===== src/rx_cfg_pkg.sv =====
// Package for the receiver sync and correlation configuration bank.
// Assumes one 20 MHz clock and an 8-bit register port.
package rx_cfg_pkg;

  // ----------------------------------------------------------------
  // Register map
  // ----------------------------------------------------------------
  localparam int unsigned AW = 8;
  localparam int unsigned DW = 8;
  localparam logic [7:0] OFS_PAT_HI = 8'h5A;
  localparam logic [7:0] OFS_PAT_LO = 8'h5B;
  localparam logic [7:0] OFS_SOF_MODE = 8'h5C;
  localparam logic [7:0] OFS_DEMOD = 8'h5D;
  localparam logic [7:0] OFS_CORR = 8'h5E;
  localparam logic [7:0] OFS_TRIM = 8'h5F;

  // Writable bit masks; reserved bits stay zero
  localparam logic [7:0] MSK_DEMOD = 8'h3F;
  localparam logic [7:0] MSK_CORR = 8'hF8;

  // Reset values
  localparam logic [7:0] RST_PAT = 8'h00;
  localparam logic [7:0] RST_SOF_MODE = 8'h00;
  localparam logic [7:0] RST_DEMOD = 8'h00;
  localparam logic [7:0] RST_CORR = 8'h00;

  // ----------------------------------------------------------------
  // Field positions
  // ----------------------------------------------------------------
  localparam int unsigned POS_LEN = 4;
  localparam int unsigned POS_NEG = 3;
  localparam int unsigned POS_HALF = 2;
  localparam int unsigned POS_TYPE = 0;
  localparam int unsigned POS_AVG = 5;
  localparam int unsigned POS_SHAPE = 4;
  localparam int unsigned POS_PEAK = 3;
  localparam int unsigned POS_INV = 2;
  localparam int unsigned POS_FSK = 1;
  localparam int unsigned POS_BPSK = 0;
  localparam int unsigned POS_FREQ = 6;
  localparam int unsigned POS_RATE = 4;
  localparam int unsigned POS_SHORT = 3;

  // Correlation window lengths in values
  localparam logic [6:0] WIN_SHORT = 7'h20;
  localparam logic [6:0] WIN_LONG = 7'h40;

  // ----------------------------------------------------------------
  // Types
  // ----------------------------------------------------------------
  typedef enum logic [1:0] {
    PI_BURST = 2'b00,
    PI_SYMBOL = 2'b01,
    PI_START_BIT = 2'b10,
    PI_RESERVED = 2'b11
  } pattern_interp_e;

  typedef enum logic [1:0] {
    SC_212K = 2'b00,
    SC_424K = 2'b01,
    SC_848K = 2'b10
  } subcarrier_e;

  typedef enum logic [1:0] {
    DM_ASK = 2'b00,
    DM_FSK = 2'b01,
    DM_BPSK = 2'b10,
    DM_FSK_BPSK = 2'b11
  } demod_e;

  typedef struct packed {
    logic [3:0]      pattern_bit_count;
    logic            grid_on_falling_edge;
    logic            final_pattern_bit_short;
    pattern_interp_e pattern_interpretation;
    logic            four_sample_average_en;
    logic            squaring_shaper_en;
    logic            grid_at_peak_sel;
    logic            manchester_sense_invert;
    demod_e          demod_scheme;
    subcarrier_e     subcarrier;
    logic [15:0]     corr_clocks;
    logic [6:0]      corr_window;
    logic [7:0]      trim;
  } rx_cfg_s;

endpackage


===== src/sample_conditioner.sv =====
// Converter sample shaping and four-sample averaging.
// Assumes samples arrive on the same clock as a one-cycle valid.
`timescale 1ns/100ps
module sample_conditioner #(
  parameter int unsigned SW = 8
) (
  // Clock and reset
  input  wire logic          ref_clk,
  input  wire logic          arst_n,
  // Control
  input  wire logic          avg_en,
  input  wire logic          shape_en,
  // Sample stream
  input  wire logic          in_valid,
  input  wire logic [SW-1:0] in_data,
  output logic               out_valid,
  output logic [SW-1:0]      out_data
);

  localparam logic [SW:0] MID = (SW+1)'(1) << (SW-1);
  localparam logic [SW:0] TOP = ((SW+1)'(1) << SW) - (SW+1)'(1);

  logic [SW:0]   shaped;
  logic [SW+1:0] acc_r;
  logic [1:0]    cnt_r;

  // Doubles the distance from mid-scale and clips, squaring the wave
  always_comb
  begin
    shaped = {1'b0, in_data};
    if (shape_en)
    begin
      if ({1'b0, in_data} >= MID)
        shaped = ({1'b0, in_data} << 1) - MID;
      else if ({1'b0, in_data} < (MID >> 1))
        shaped = '0;
      else
        shaped = ({1'b0, in_data} << 1) - MID;
      if (shaped > TOP)
        shaped = TOP;
    end
  end

  always_ff @(posedge ref_clk or negedge arst_n)
  begin
    if (!arst_n)
    begin
      acc_r     <= '0;
      cnt_r     <= 2'h0;
      out_valid <= 1'b0;
      out_data  <= '0;
    end
    else
    begin
      out_valid <= 1'b0;
      if (in_valid && !avg_en)
      begin
        out_valid <= 1'b1;
        out_data  <= shaped[SW-1:0];
        cnt_r     <= 2'h0;
        acc_r     <= '0;
      end
      else if (in_valid)
      begin
        cnt_r <= cnt_r + 2'h1;
        if (cnt_r == 2'h3)
        begin
          out_valid <= 1'b1;
          out_data  <= (SW)'((acc_r + {1'b0, shaped}) >> 2);
          acc_r     <= '0;
        end
        else
          acc_r <= acc_r + {1'b0, shaped};
      end
    end
  end

endmodule // sample_conditioner


===== src/rx_sync_correlation_config.sv =====
// Configuration bank steering receiver sync, demodulation, correlation.
// Assumes a single-cycle strobe register port and same-clock streams.
//
// Added by the designer: strobed register access.
`timescale 1ns/100ps
module rx_sync_correlation_config #(
  parameter int unsigned SW = 8,
  parameter int unsigned CW = 12,
  parameter logic [7:0]  TRIM_BOOT = 8'hA5, // Arbitrary value
  parameter logic [15:0] CLK_ISO = 16'h0010,
  parameter logic [15:0] CLK_MID = 16'h0020,
  parameter logic [15:0] CLK_SLOW = 16'h0040
) (
  // Clock and reset
  input  wire logic                 ref_clk,
  input  wire logic                 arst_n,
  // Register port
  input  wire logic [7:0]           reg_addr,
  input  wire logic [7:0]           reg_wdata,
  input  wire logic                 reg_wr,
  input  wire logic                 reg_rd,
  output logic [7:0]                reg_rdata,
  // Converter samples
  input  wire logic                 smp_valid,
  input  wire logic [SW-1:0]        smp_data,
  output logic                      cond_valid,
  output logic [SW-1:0]             cond_data,
  // Correlation result
  input  wire logic                 frame_start,
  input  wire logic                 corr_valid,
  input  wire logic signed [CW-1:0] corr_value,
  output logic                      grid_strobe,
  // Manchester halves
  input  wire logic                 half_valid,
  input  wire logic                 half_first,
  input  wire logic                 half_second,
  output logic                      man_valid,
  output logic                      man_bit,
  // Received bits for start of frame
  input  wire logic                 rxbit_valid,
  input  wire logic                 rxbit_data,
  input  wire logic                 rxbit_coll,
  input  wire logic                 start_bit_seen,
  output logic                      sof_match,
  output logic                      resync,
  // Configuration out
  output rx_cfg_pkg::rx_cfg_s       cfg,
  output logic [15:0]               sof_pattern_word
);

  // ----------------------------------------------------------------
  // Register file
  // ----------------------------------------------------------------
  logic [7:0] pat_hi_r;
  logic [7:0] pat_lo_r;
  logic [7:0] sof_mode_r;
  logic [7:0] demod_r;
  logic [7:0] corr_r;
  logic [7:0] trim_r;
  logic       boot_r;

  function automatic logic hit(input logic [7:0] a,
                               input logic [7:0] ofs);
    return a == ofs;
  endfunction

  always_ff @(posedge ref_clk or negedge arst_n)
  begin
    if (!arst_n)
    begin
      pat_hi_r   <= rx_cfg_pkg::RST_PAT;
      pat_lo_r   <= rx_cfg_pkg::RST_PAT;
      sof_mode_r <= rx_cfg_pkg::RST_SOF_MODE;
      demod_r    <= rx_cfg_pkg::RST_DEMOD;
      corr_r     <= rx_cfg_pkg::RST_CORR;
    end
    else if (reg_wr)
    begin
      if (hit(reg_addr, rx_cfg_pkg::OFS_PAT_HI))
        pat_hi_r <= reg_wdata;
      if (hit(reg_addr, rx_cfg_pkg::OFS_PAT_LO))
        pat_lo_r <= reg_wdata;
      if (hit(reg_addr, rx_cfg_pkg::OFS_SOF_MODE))
        sof_mode_r <= reg_wdata;
      if (hit(reg_addr, rx_cfg_pkg::OFS_DEMOD))
        demod_r <= reg_wdata & rx_cfg_pkg::MSK_DEMOD;
      if (hit(reg_addr, rx_cfg_pkg::OFS_CORR))
        corr_r <= reg_wdata & rx_cfg_pkg::MSK_CORR;
    end
  end

  // Trim takes its boot value on the first edge after reset release
  always_ff @(posedge ref_clk or negedge arst_n)
  begin
    if (!arst_n)
    begin
      boot_r <= 1'b1;
      trim_r <= 8'h00;
    end
    else
    begin
      boot_r <= 1'b0;
      if (boot_r)
        trim_r <= TRIM_BOOT;
      else if (reg_wr && hit(reg_addr, rx_cfg_pkg::OFS_TRIM))
        trim_r <= reg_wdata;
    end
  end

  // Unmapped reads return zero
  always_ff @(posedge ref_clk or negedge arst_n)
  begin
    if (!arst_n)
      reg_rdata <= 8'h00;
    else if (reg_rd)
    begin
      case (reg_addr)
        rx_cfg_pkg::OFS_PAT_HI:   reg_rdata <= pat_hi_r;
        rx_cfg_pkg::OFS_PAT_LO:   reg_rdata <= pat_lo_r;
        rx_cfg_pkg::OFS_SOF_MODE: reg_rdata <= sof_mode_r;
        rx_cfg_pkg::OFS_DEMOD:    reg_rdata <= demod_r;
        rx_cfg_pkg::OFS_CORR:     reg_rdata <= corr_r;
        rx_cfg_pkg::OFS_TRIM:     reg_rdata <= trim_r;
        default:                  reg_rdata <= 8'h00;
      endcase
    end
    else
      reg_rdata <= 8'h00;
  end

  // ----------------------------------------------------------------
  // Field decode
  // ----------------------------------------------------------------
  logic [3:0]                    len;
  rx_cfg_pkg::pattern_interp_e   interp;

  assign len = sof_mode_r[rx_cfg_pkg::POS_LEN +: 4];
  assign interp = rx_cfg_pkg::pattern_interp_e'(
                    sof_mode_r[rx_cfg_pkg::POS_TYPE +: 2]);
  assign sof_pattern_word = {pat_hi_r, pat_lo_r};

  always_comb
  begin
    cfg = '0;
    cfg.pattern_bit_count = len;
    cfg.grid_on_falling_edge = sof_mode_r[rx_cfg_pkg::POS_NEG];
    cfg.final_pattern_bit_short = sof_mode_r[rx_cfg_pkg::POS_HALF];
    cfg.pattern_interpretation = interp;
    cfg.four_sample_average_en = demod_r[rx_cfg_pkg::POS_AVG];
    cfg.squaring_shaper_en = demod_r[rx_cfg_pkg::POS_SHAPE];
    cfg.grid_at_peak_sel = demod_r[rx_cfg_pkg::POS_PEAK];
    cfg.manchester_sense_invert = demod_r[rx_cfg_pkg::POS_INV];
    cfg.demod_scheme = rx_cfg_pkg::demod_e'(
      {demod_r[rx_cfg_pkg::POS_BPSK], demod_r[rx_cfg_pkg::POS_FSK]});
    case (corr_r[rx_cfg_pkg::POS_FREQ +: 2])
      2'h0:    cfg.subcarrier = rx_cfg_pkg::SC_212K;
      2'h1:    cfg.subcarrier = rx_cfg_pkg::SC_424K;
      default: cfg.subcarrier = rx_cfg_pkg::SC_848K;
    endcase
    case (corr_r[rx_cfg_pkg::POS_RATE +: 2])
      2'h0:    cfg.corr_clocks = CLK_ISO;
      2'h1:    cfg.corr_clocks = CLK_MID;
      2'h2:    cfg.corr_clocks = CLK_SLOW;
      default: cfg.corr_clocks = CLK_ISO;
    endcase
    cfg.corr_window = corr_r[rx_cfg_pkg::POS_SHORT]
                      ? rx_cfg_pkg::WIN_SHORT
                      : rx_cfg_pkg::WIN_LONG;
    cfg.trim = trim_r;
  end

  // ----------------------------------------------------------------
  // Sample conditioning
  // ----------------------------------------------------------------
  sample_conditioner #(
    .SW (SW)
  ) u_cond (
    .ref_clk   (ref_clk),
    .arst_n    (arst_n),
    .avg_en    (cfg.four_sample_average_en),
    .shape_en  (cfg.squaring_shaper_en),
    .in_valid  (smp_valid),
    .in_data   (smp_data),
    .out_valid (cond_valid),
    .out_data  (cond_data)
  );

  // ----------------------------------------------------------------
  // Bit grid placement
  // ----------------------------------------------------------------
  logic signed [CW-1:0] prev_r;
  logic                 rising_r;
  logic                 falling_r;
  logic                 have_r;
  logic                 armed_r;
  logic                 drop;
  logic                 climb;

  assign drop = have_r && (corr_value < prev_r);
  assign climb = have_r && (corr_value > prev_r);

  always_ff @(posedge ref_clk or negedge arst_n)
  begin
    if (!arst_n)
    begin
      prev_r      <= '0;
      rising_r    <= 1'b0;
      falling_r   <= 1'b0;
      have_r      <= 1'b0;
      armed_r     <= 1'b0;
      grid_strobe <= 1'b0;
    end
    else
    begin
      grid_strobe <= 1'b0;
      if (frame_start)
      begin
        have_r  <= 1'b0;
        armed_r <= 1'b1;
      end
      else if (corr_valid)
      begin
        prev_r    <= corr_value;
        have_r    <= 1'b1;
        rising_r  <= climb;
        falling_r <= drop;
        if (cfg.grid_on_falling_edge)
        begin
          if (armed_r && drop)
          begin
            grid_strobe <= 1'b1;
            armed_r     <= 1'b0;
          end
        end
        else if (cfg.grid_at_peak_sel)
          grid_strobe <= rising_r && drop;
        else
          grid_strobe <= falling_r && climb;
      end
    end
  end

  // ----------------------------------------------------------------
  // Manchester decode
  // ----------------------------------------------------------------
  always_ff @(posedge ref_clk or negedge arst_n)
  begin
    if (!arst_n)
    begin
      man_valid <= 1'b0;
      man_bit   <= 1'b0;
    end
    else
    begin
      man_valid <= half_valid;
      if (half_valid)
        man_bit <= (half_first & ~half_second)
                   ^ cfg.manchester_sense_invert;
    end
  end

  // ----------------------------------------------------------------
  // Start of frame matching
  // ----------------------------------------------------------------
  logic [15:0] hist_d_r;
  logic [15:0] hist_c_r;
  logic [15:0] hist_d;
  logic [15:0] hist_c;
  logic [15:0] mask;
  logic        burst_ok;
  logic        sym_ok;

  assign hist_d = {hist_d_r[14:0], rxbit_data};
  assign hist_c = {hist_c_r[14:0], rxbit_coll};
  assign mask = 16'((17'h1 << len) - 17'h1);

  // Each pair {data, coll}: a set coll expects a collision only
  always_comb
  begin
    burst_ok = ((hist_d ^ sof_pattern_word) & mask) == 16'h0000;
    sym_ok = 1'b1;
    for (int i = 0; i < 8; i++)
    begin
      if (mask[2*i+1])
      begin
        if (sof_pattern_word[2*i])
          sym_ok = sym_ok & hist_c[i];
        else
          sym_ok = sym_ok & ~hist_c[i]
                   & (hist_d[i] == sof_pattern_word[2*i+1]);
      end
    end
  end

  always_ff @(posedge ref_clk or negedge arst_n)
  begin
    if (!arst_n)
    begin
      hist_d_r  <= 16'h0000;
      hist_c_r  <= 16'h0000;
      sof_match <= 1'b0;
      resync    <= 1'b0;
    end
    else
    begin
      sof_match <= 1'b0;
      resync    <= 1'b0;
      if (frame_start)
      begin
        hist_d_r <= 16'h0000;
        hist_c_r <= 16'h0000;
      end
      else if (rxbit_valid)
      begin
        hist_d_r <= hist_d;
        hist_c_r <= hist_c;
        case (interp)
          rx_cfg_pkg::PI_BURST:
            sof_match <= (len != 4'h0) && burst_ok;
          rx_cfg_pkg::PI_SYMBOL:
            sof_match <= (len > 4'h1) && sym_ok;
          default:
            sof_match <= 1'b0;
        endcase
      end
      if (interp == rx_cfg_pkg::PI_START_BIT && start_bit_seen)
        resync <= 1'b1;
    end
  end
endmodule // rx_sync_correlation_config


===== config.mk =====
export PLATFORM = sky130hd
export DESIGN_NAME = rx_sync_correlation_config
export DESIGN_NICKNAME = d
export VERILOG_FILES = /design/src/rx_cfg_pkg.sv /design/src/sample_conditioner.sv /design/src/rx_sync_correlation_config.sv
export SDC_FILE = /design/constraint.sdc
export NUM_CORES = 1
export LEC_CHECK = 0
export ABC_AREA = 1
export ABC_CLOCK_PERIOD_IN_PS = 2300
export BUFFER_PORTS_ARGS = -buffer_cell sky130_fd_sc_hd__buf_4
export CAP_MARGIN = 20
export CORE_ASPECT_RATIO = 2
export CORE_UTILIZATION = 50
export CTS_CLUSTER_DIAMETER = 30
export DETAILED_ROUTE_END_ITERATION = 16
export HOLD_SLACK_MARGIN = 0.03
export PLACE_DENSITY = 0.82
export SYNTH_ARGS = -nofsm -noshare
export SYNTH_HDL_FRONTEND = slang
export SYNTH_SLANG_ARGS = --single-unit

===== constraint.sdc =====
create_clock -name ref_clk -period 2.3 [get_ports ref_clk]
set_input_delay 0.115 -clock ref_clk [delete_from_list [all_inputs] [get_ports ref_clk]]
set_output_delay 0.115 -clock ref_clk [all_outputs]
set_load 0.01 [all_outputs]

* Word-level counts from Yosys, hierarchy flattened *
Cells that the tools add are included.

storage, ports and cells
  output and inout port bits = 85
  input bits = 50
  register bits = 116
  logic and storage cells = 179

cells by class
  $add $sub $neg = 4
  shift operators = 1
  muxes and demuxes = 58
  equality and inequality tests = 20
  bitwise gates (word level) = 36
  $lt $le $gt $ge = 6
  reductions and logical operators = 30

operators with widths
  operator                                                                number
  8-bit by 7-bit equality test with 1-bit output (second input constant)  6
  8-bit 2-to-1 mux                                                        6
  8-bit case mux with 6 select lines                                      1
  9-bit 2-to-1 mux                                                        5
  1-bit 2-to-1 mux                                                        33
  10-bit 2-to-1 mux                                                       3
  15-bit 2-to-1 mux                                                       2
  1-bit AND                                                               23
  7-bit 2-to-1 mux                                                        3
  16-bit AND                                                              1
  16-bit logical NOT                                                      1
  1-bit by 4-bit << shifter with 16-bit output (first input constant)     1
  16-bit by 1-bit subtractor with 16-bit output (second input constant)   1
  16-bit XOR                                                              1
  7-bit case mux with 2 select lines                                      1
  2-bit AND reduction                                                     7
  2-bit nonzero test                                                      7
  12-bit > comparator                                                     1
  12-bit < comparator                                                     1
  10-bit by 9-bit adder with 10-bit output                                1
  1-bit logical AND                                                       10
  1-bit inverter                                                          10
  9-bit by 8-bit > comparator with 1-bit output (second input constant)   1
  9-bit by 8-bit subtractor with 9-bit output (second input constant)     1
  15 further kinds                                                        28

* Depth between registers and ports, before layout *
  word-level depth = 36
  gate-level depth with buffers = 16
  mapped depth without buffers = 16

* Cells and area by module *
From an unflattened synthesis, not the netlist that was laid out.

second synthesis, totals
  cell total of the unflattened synthesis = 859
  area total of the unflattened synthesis = 6635.1 µm²

by module, submodules not included
  module                      instances  area each (µm²)  seq. area each (µm²)  cells each
  rx_sync_correlation_config  1          5175.0           2328.5                649
  sample_conditioner          1          1460.2           525.5                 210

* Least setup slack after synthesis *
Ideal clock, no wire load.

  kind = reg2reg
  start = register demod_r[4]
  end = register u_cond.out_data[6]
  arrival time = 2.021 ns
  cell stages (with the launch flop) = 15
  library setup time = 0.120 ns
  period minus slack after synthesis = 2.142 ns
  path buffers = 0
  required time = 2.180 ns
  slack = 0.158 ns
  cell sequence = dfrtp_1 nand2_1 inv_1 a21oi_1 ha_1 inv_1 fa_1 inv_1 nand3_1 nand2_1 nand4_1 nand3_1 nand2_1 o21ai_1 nand2_1

between the ends
  cells in the longest elaborated chain, start to end = 5

RTL lines
  element                                   line                              source
  start: declaration                        rx_sync_correlation_config.sv:57  logic [7:0] demod_r;
  start signal: assignment                  rx_sync_correlation_config.sv:74  demod_r <= rx_cfg_pkg::RST_DEMOD;
  start signal: assignment                  rx_sync_correlation_config.sv:86  demod_r <= reg_wdata & rx_cfg_pkg::MSK_DEMOD;
  9-bit 2-to-1 mux *                        sample_conditioner.sv:31          if (shape_en)
  10-bit by 9-bit adder with 10-bit output  sample_conditioner.sv:69          out_data <= (SW)'((acc_r + {1'b0, shaped}) >> 2);
  8-bit 2-to-1 mux                          sample_conditioner.sv:66          if (cnt_r == 2'h3)
  8-bit 2-to-1 mux                          sample_conditioner.sv:63          else if (in_valid)
  8-bit 2-to-1 mux *                        sample_conditioner.sv:56          if (in_valid && !avg_en)
  end signal: assignment                    sample_conditioner.sv:59          out_data <= shaped[SW-1:0];
  end signal: assignment                    sample_conditioner.sv:69
  end: declaration                          sample_conditioner.sv:17          output logic [SW-1:0] out_data

Every way passes the cells marked *; elsewhere a longest branch is shown, timed or not. The select of a mux whose other input is x is not followed.
A chain may end at the register's enable or synchronous reset.

* Worst setup path after layout *
  start = register demod_r[4]
  end = register u_cond.out_data[0]

The elaborated chain is that of the path after synthesis.

==> summary.md <==
The clock insertion delay at the later pin of the skew report is 0.42 ns, and the number of sinks handled by clock tree synthesis is 114. For the length of routed met2 wiring, the log shows 11,600 um. The run gives 0 as the count of antenna diodes in the layout. The max-slew violation count was 0.

The run finished with clean final reports. The congestion estimate from routability-driven global placement came to 0.965. The number of filler cells placed in the layout is 1,057. Of the cells placed in the final design, the portion with a size suffix greater than 1 is 24.8%.

Of all nets on the critical path, the largest fanout is 6. Mean instance size in the synthesized netlist: 7.78 um^2. The cell sitting at the root of the clock tree is a sky130_fd_sc_hd__clkbuf_16. Walking the worst path, the cells encountered are nand2_2 -> inv_2 -> a21oi_2 -> ha_2 -> inv_1 -> fa_2 -> xor2_1 -> o21ai_0 -> a21oi_1 -> nor2_1. After the last flow step, the layout net total stands at 1,094.

The flop and latch count out of synthesis was 114; the post-DP HPWL was 15,100 um. The leakage dissipation is 4.42 nW. The logs give 43 for the largest net degree at the start of global routing and 967 um for the total met3 wirelength after detailed routing. In the final routing, the length of wire on met1 measures 6630 um. The tools report the maximum frequency from static timing analysis as 447 MHz. The die width came out at 83.7 um. The worst-case clock skew was 0.00746 ns.

The worst hold path begins at half_first. The endpoint of the most critical register-to-register path is u_cond.out_data[0]. The floorplan step defined a die boundary enclosing 13,800 um^2.

In this run, the number of DRC markers left after iteration 0 of detailed routing was 458. The instance count after placement with tap cells included came out at 1,123. The run gives 0 as the remaining antenna violation count after routing. The count of cells in the finished layout, fillers not included, comes to 1,184.

Type of element launching the critical path: a register. The cell area after placement came out at 7680 um^2. After layout, the worst path uses 97.3% of the clock period. For the finished layout, the period the worst path requires is 2.24 ns. The power density over cell area came out at 656 nW/um^2. The post-synthesis cell count was 858.

Leaving out fill and tap cells, the most frequent cells in the layout are 224 x sky130_fd_sc_hd__nand2_1, 135 x sky130_fd_sc_hd__buf_4, 122 x sky130_fd_sc_hd__inv_1, 113 x sky130_fd_sc_hd__dfrtp_1, 57 x sky130_fd_sc_hd__nor2_1. IR analysis of the VDD net gives a maximum drop of 591 uV. Counting cells, the worst reg-to-reg path comes to 10. Sequential elements use 42.8% of the synthesized area.

The path with the worst hold slack has its endpoint at man_bit. The run gives 0 as the initial antenna violation count. After routing the design area is 8650 um^2. Routed signal wires occupy layers up through met4. In this run the deepest clock path goes through 2 buffers. Critical path endpoint category: a register. Worst endpoint required time: 2.59 ns. The count of different cell masters after synthesis came out at 44. Once the floorplan was initialized, standard cells occupied 51.4% of the core. On the worst path, the slowest cell contributes a delay of 0.42 ns. Max-cap violations in this run came to 0. For this design the top-level I/O count stands at 135. The DRC violation count after routing is 0, and the data arrival time of the critical path is 2.53 ns. Clock tree synthesis inserted a total of 17 buffers.

The tightest min-delay check is of the in -> reg type. The critical path in this run is classified as reg -> reg. Most common cell after layout, fill and taps aside: sky130_fd_sc_hd__nand2_1.

The count of H-tree levels built during CTS was 4; the count of buffers from port buffering was 116. The run gives 6,455 as the number of global-route vias before repair. For the pin with the worst max-slew slack, the measured transition is 0.676 ns. The register-to-register path setup slack came out at 0.06 ns. Setup violations remaining at the end of the flow were counted as 0. The number of cell rows was 59.

TritonCTS built the clock tree. The tools report the aggregate routed wire length as 20,300 um. The final routed wire length divided by cell count was 17.1 um; the total routing usage reported by global routing was 29.9%. The headroom to the max-slew limit came out at 54.8%.

Global routing finished with a remaining overflow of 0. On the critical path, the stage with the largest delay is an instance of sky130_fd_sc_hd__dfrtp_1. The start of the worst register-to-register path was demod_r[4].

Across all layers, the routed design uses 6,491 vias. The height of the chip was 165 um; the number of warnings printed during yosys synthesis was 0. The first global-routing pass estimated 31,500 um of wire.

The iteration count of the initial detailed-routing pass was 5; the clock transition at the registers of the reported paths was 0.05 ns. Counting instances, the worst hold path has a depth of 4. The area of the placeable core is 13,000 um^2. In this run the cell area of the synthesized design comes to 6670 um^2.

The via density per instance works out to 5.48. Final hold violation count: 0. From synthesis to final layout, the design area changed by 29.7%.
through the flow:
stage	worst slack [ns]	hold WS, ns	total power [mW]	setup TNS (ns)	util (%)
final	0.0619	0.0597	5.68	0	66.6
after global placement	0.0786	0.128	3.05	0	59.1
after detailed placement	-0.0154	0.131	3.07	-0.0279	59.1
after CTS	0.0124	0.0555	5.66	0	65.7
after floorplan	0.158	-0.181	2.72	0	-
after global routing	-0.0603	0.0944	5.89	-0.274	66.6
cell usage after synthesis (all sizes together):
library cell  count  area share [%]
a211oi            2            0.22
a21o              1            0.13
a21oi            37             3.0
a22o              2            0.26
a22oi             2            0.22
a31oi             1           0.094
and2              2            0.21
buf              32             3.9
clkbuf            8            0.45
conb              1           0.056
dfrtp           113              42
dfstp             1            0.39
fa                1            0.30
ha               24             4.5
inv             137             7.7
nand2           237              14
nand3            35             2.8
nand4            11             1.1
nor2             68             4.5
nor3              6            0.69
o211ai            6            0.67
o21ai            83             7.4
o21bai            1            0.11
o221ai            2            0.26
o22ai            31             2.9
or2               1           0.094
xnor2             5            0.66
xor2              8             1.1
registers in the layout (all words and copies together), names as in the netlist:
register          flops
rising_r              1
pat_lo_r              8
sof_match             1
have_r                1
reg_rdata             8
resync                1
boot_r                1
u_cond.out_valid      1
prev_r               12
trim_r                8
falling_r             1
u_cond.out_data       8
armed_r               1
demod_r               6
pat_hi_r              8
u_cond.acc_r         10
hist_d_r             14
u_cond.cnt_r          2
sof_mode_r            8
man_bit               1
grid_strobe           1
corr_r                5
hist_c_r              6
man_valid             1
how the worst max path moves through the flow:
stage               start  cells past startpoint                  to
2_1_floorplan  demod_r[4]                     14  u_cond.out_data[6]
3_3_place_gp   demod_r[4]                     14  u_cond.out_data[6]
3_5_place_dp   demod_r[4]                     14  u_cond.out_data[6]
4_1_cts        demod_r[4]                     14  u_cond.out_data[7]
5_1_grt        demod_r[4]                     11  u_cond.out_data[0]
6_report       demod_r[4]                     10  u_cond.out_data[0]
worst max-delay path, delay by kind of cell, from the launching register on:
kind | cells | cell delay (ns)
adder cells (fa/ha/maj) | 2 | 0.56
AO/OA/AOI/OAI | 3 | 0.53
flip-flops | 1 | 0.42
XOR/XNOR | 1 | 0.28
AND/OR/NAND/NOR | 2 | 0.18
buffers and inverters | 2 | 0.13
cell type report:
class                      instances  area, um^2  area share [%]
clock buffer                      19         453            5.23
clock inverter                    13         125            1.45
inverter                         137         514            5.94
multi-input combinational        585        3190            36.9
sequential                       114        2850            33.0
tap                              152         190            2.20
timing repair buffer             164        1320            15.3
report_power, final:
group / switching [mW] / leakage [nW] / internal [mW] / total [mW]
logic: 0.536 / 2.63 / 0.378 / 0.914
clock network: 1.00 / 0.281 / 1.56 / 2.56
registers: 0.0963 / 1.51 / 2.11 / 2.21
total: 1.64 / 4.42 / 4.04 / 5.68
metal layers:
| metal | up-vias | global-route usage, % |
|---|---|---|
| met3 | 79 | 4.62 |
| met5 | - | 0 |
| met4 | 0 | 18.3 |
| met1 | 3081 | 27.7 |
| li1 | 3053 | - |
| met2 | 278 | 59.6 |
logic make-up (layout without fill, tap and decap cells):
family	after synthesis	after routing	synth area share, %
AO/OA/AOI/OAI	168	168	15.3
other	1	19	0.0562
AND/OR/NAND/NOR	360	360	23.3
XOR/XNOR	13	13	1.71
buffers and inverters	177	333	12.0
adder cells (fa/ha/maj)	25	25	4.80
flip-flops	114	114	42.8
what timing repair did:
action                     CTS  global route
setup buffers                0             2
resized for setup            3            25
hold endpoints to repair    68             0
pin swaps                    0             3
setup endpoints to repair    3            13
hold buffers                27             0
Note: power is estimated with default switching activity, not from simulation.
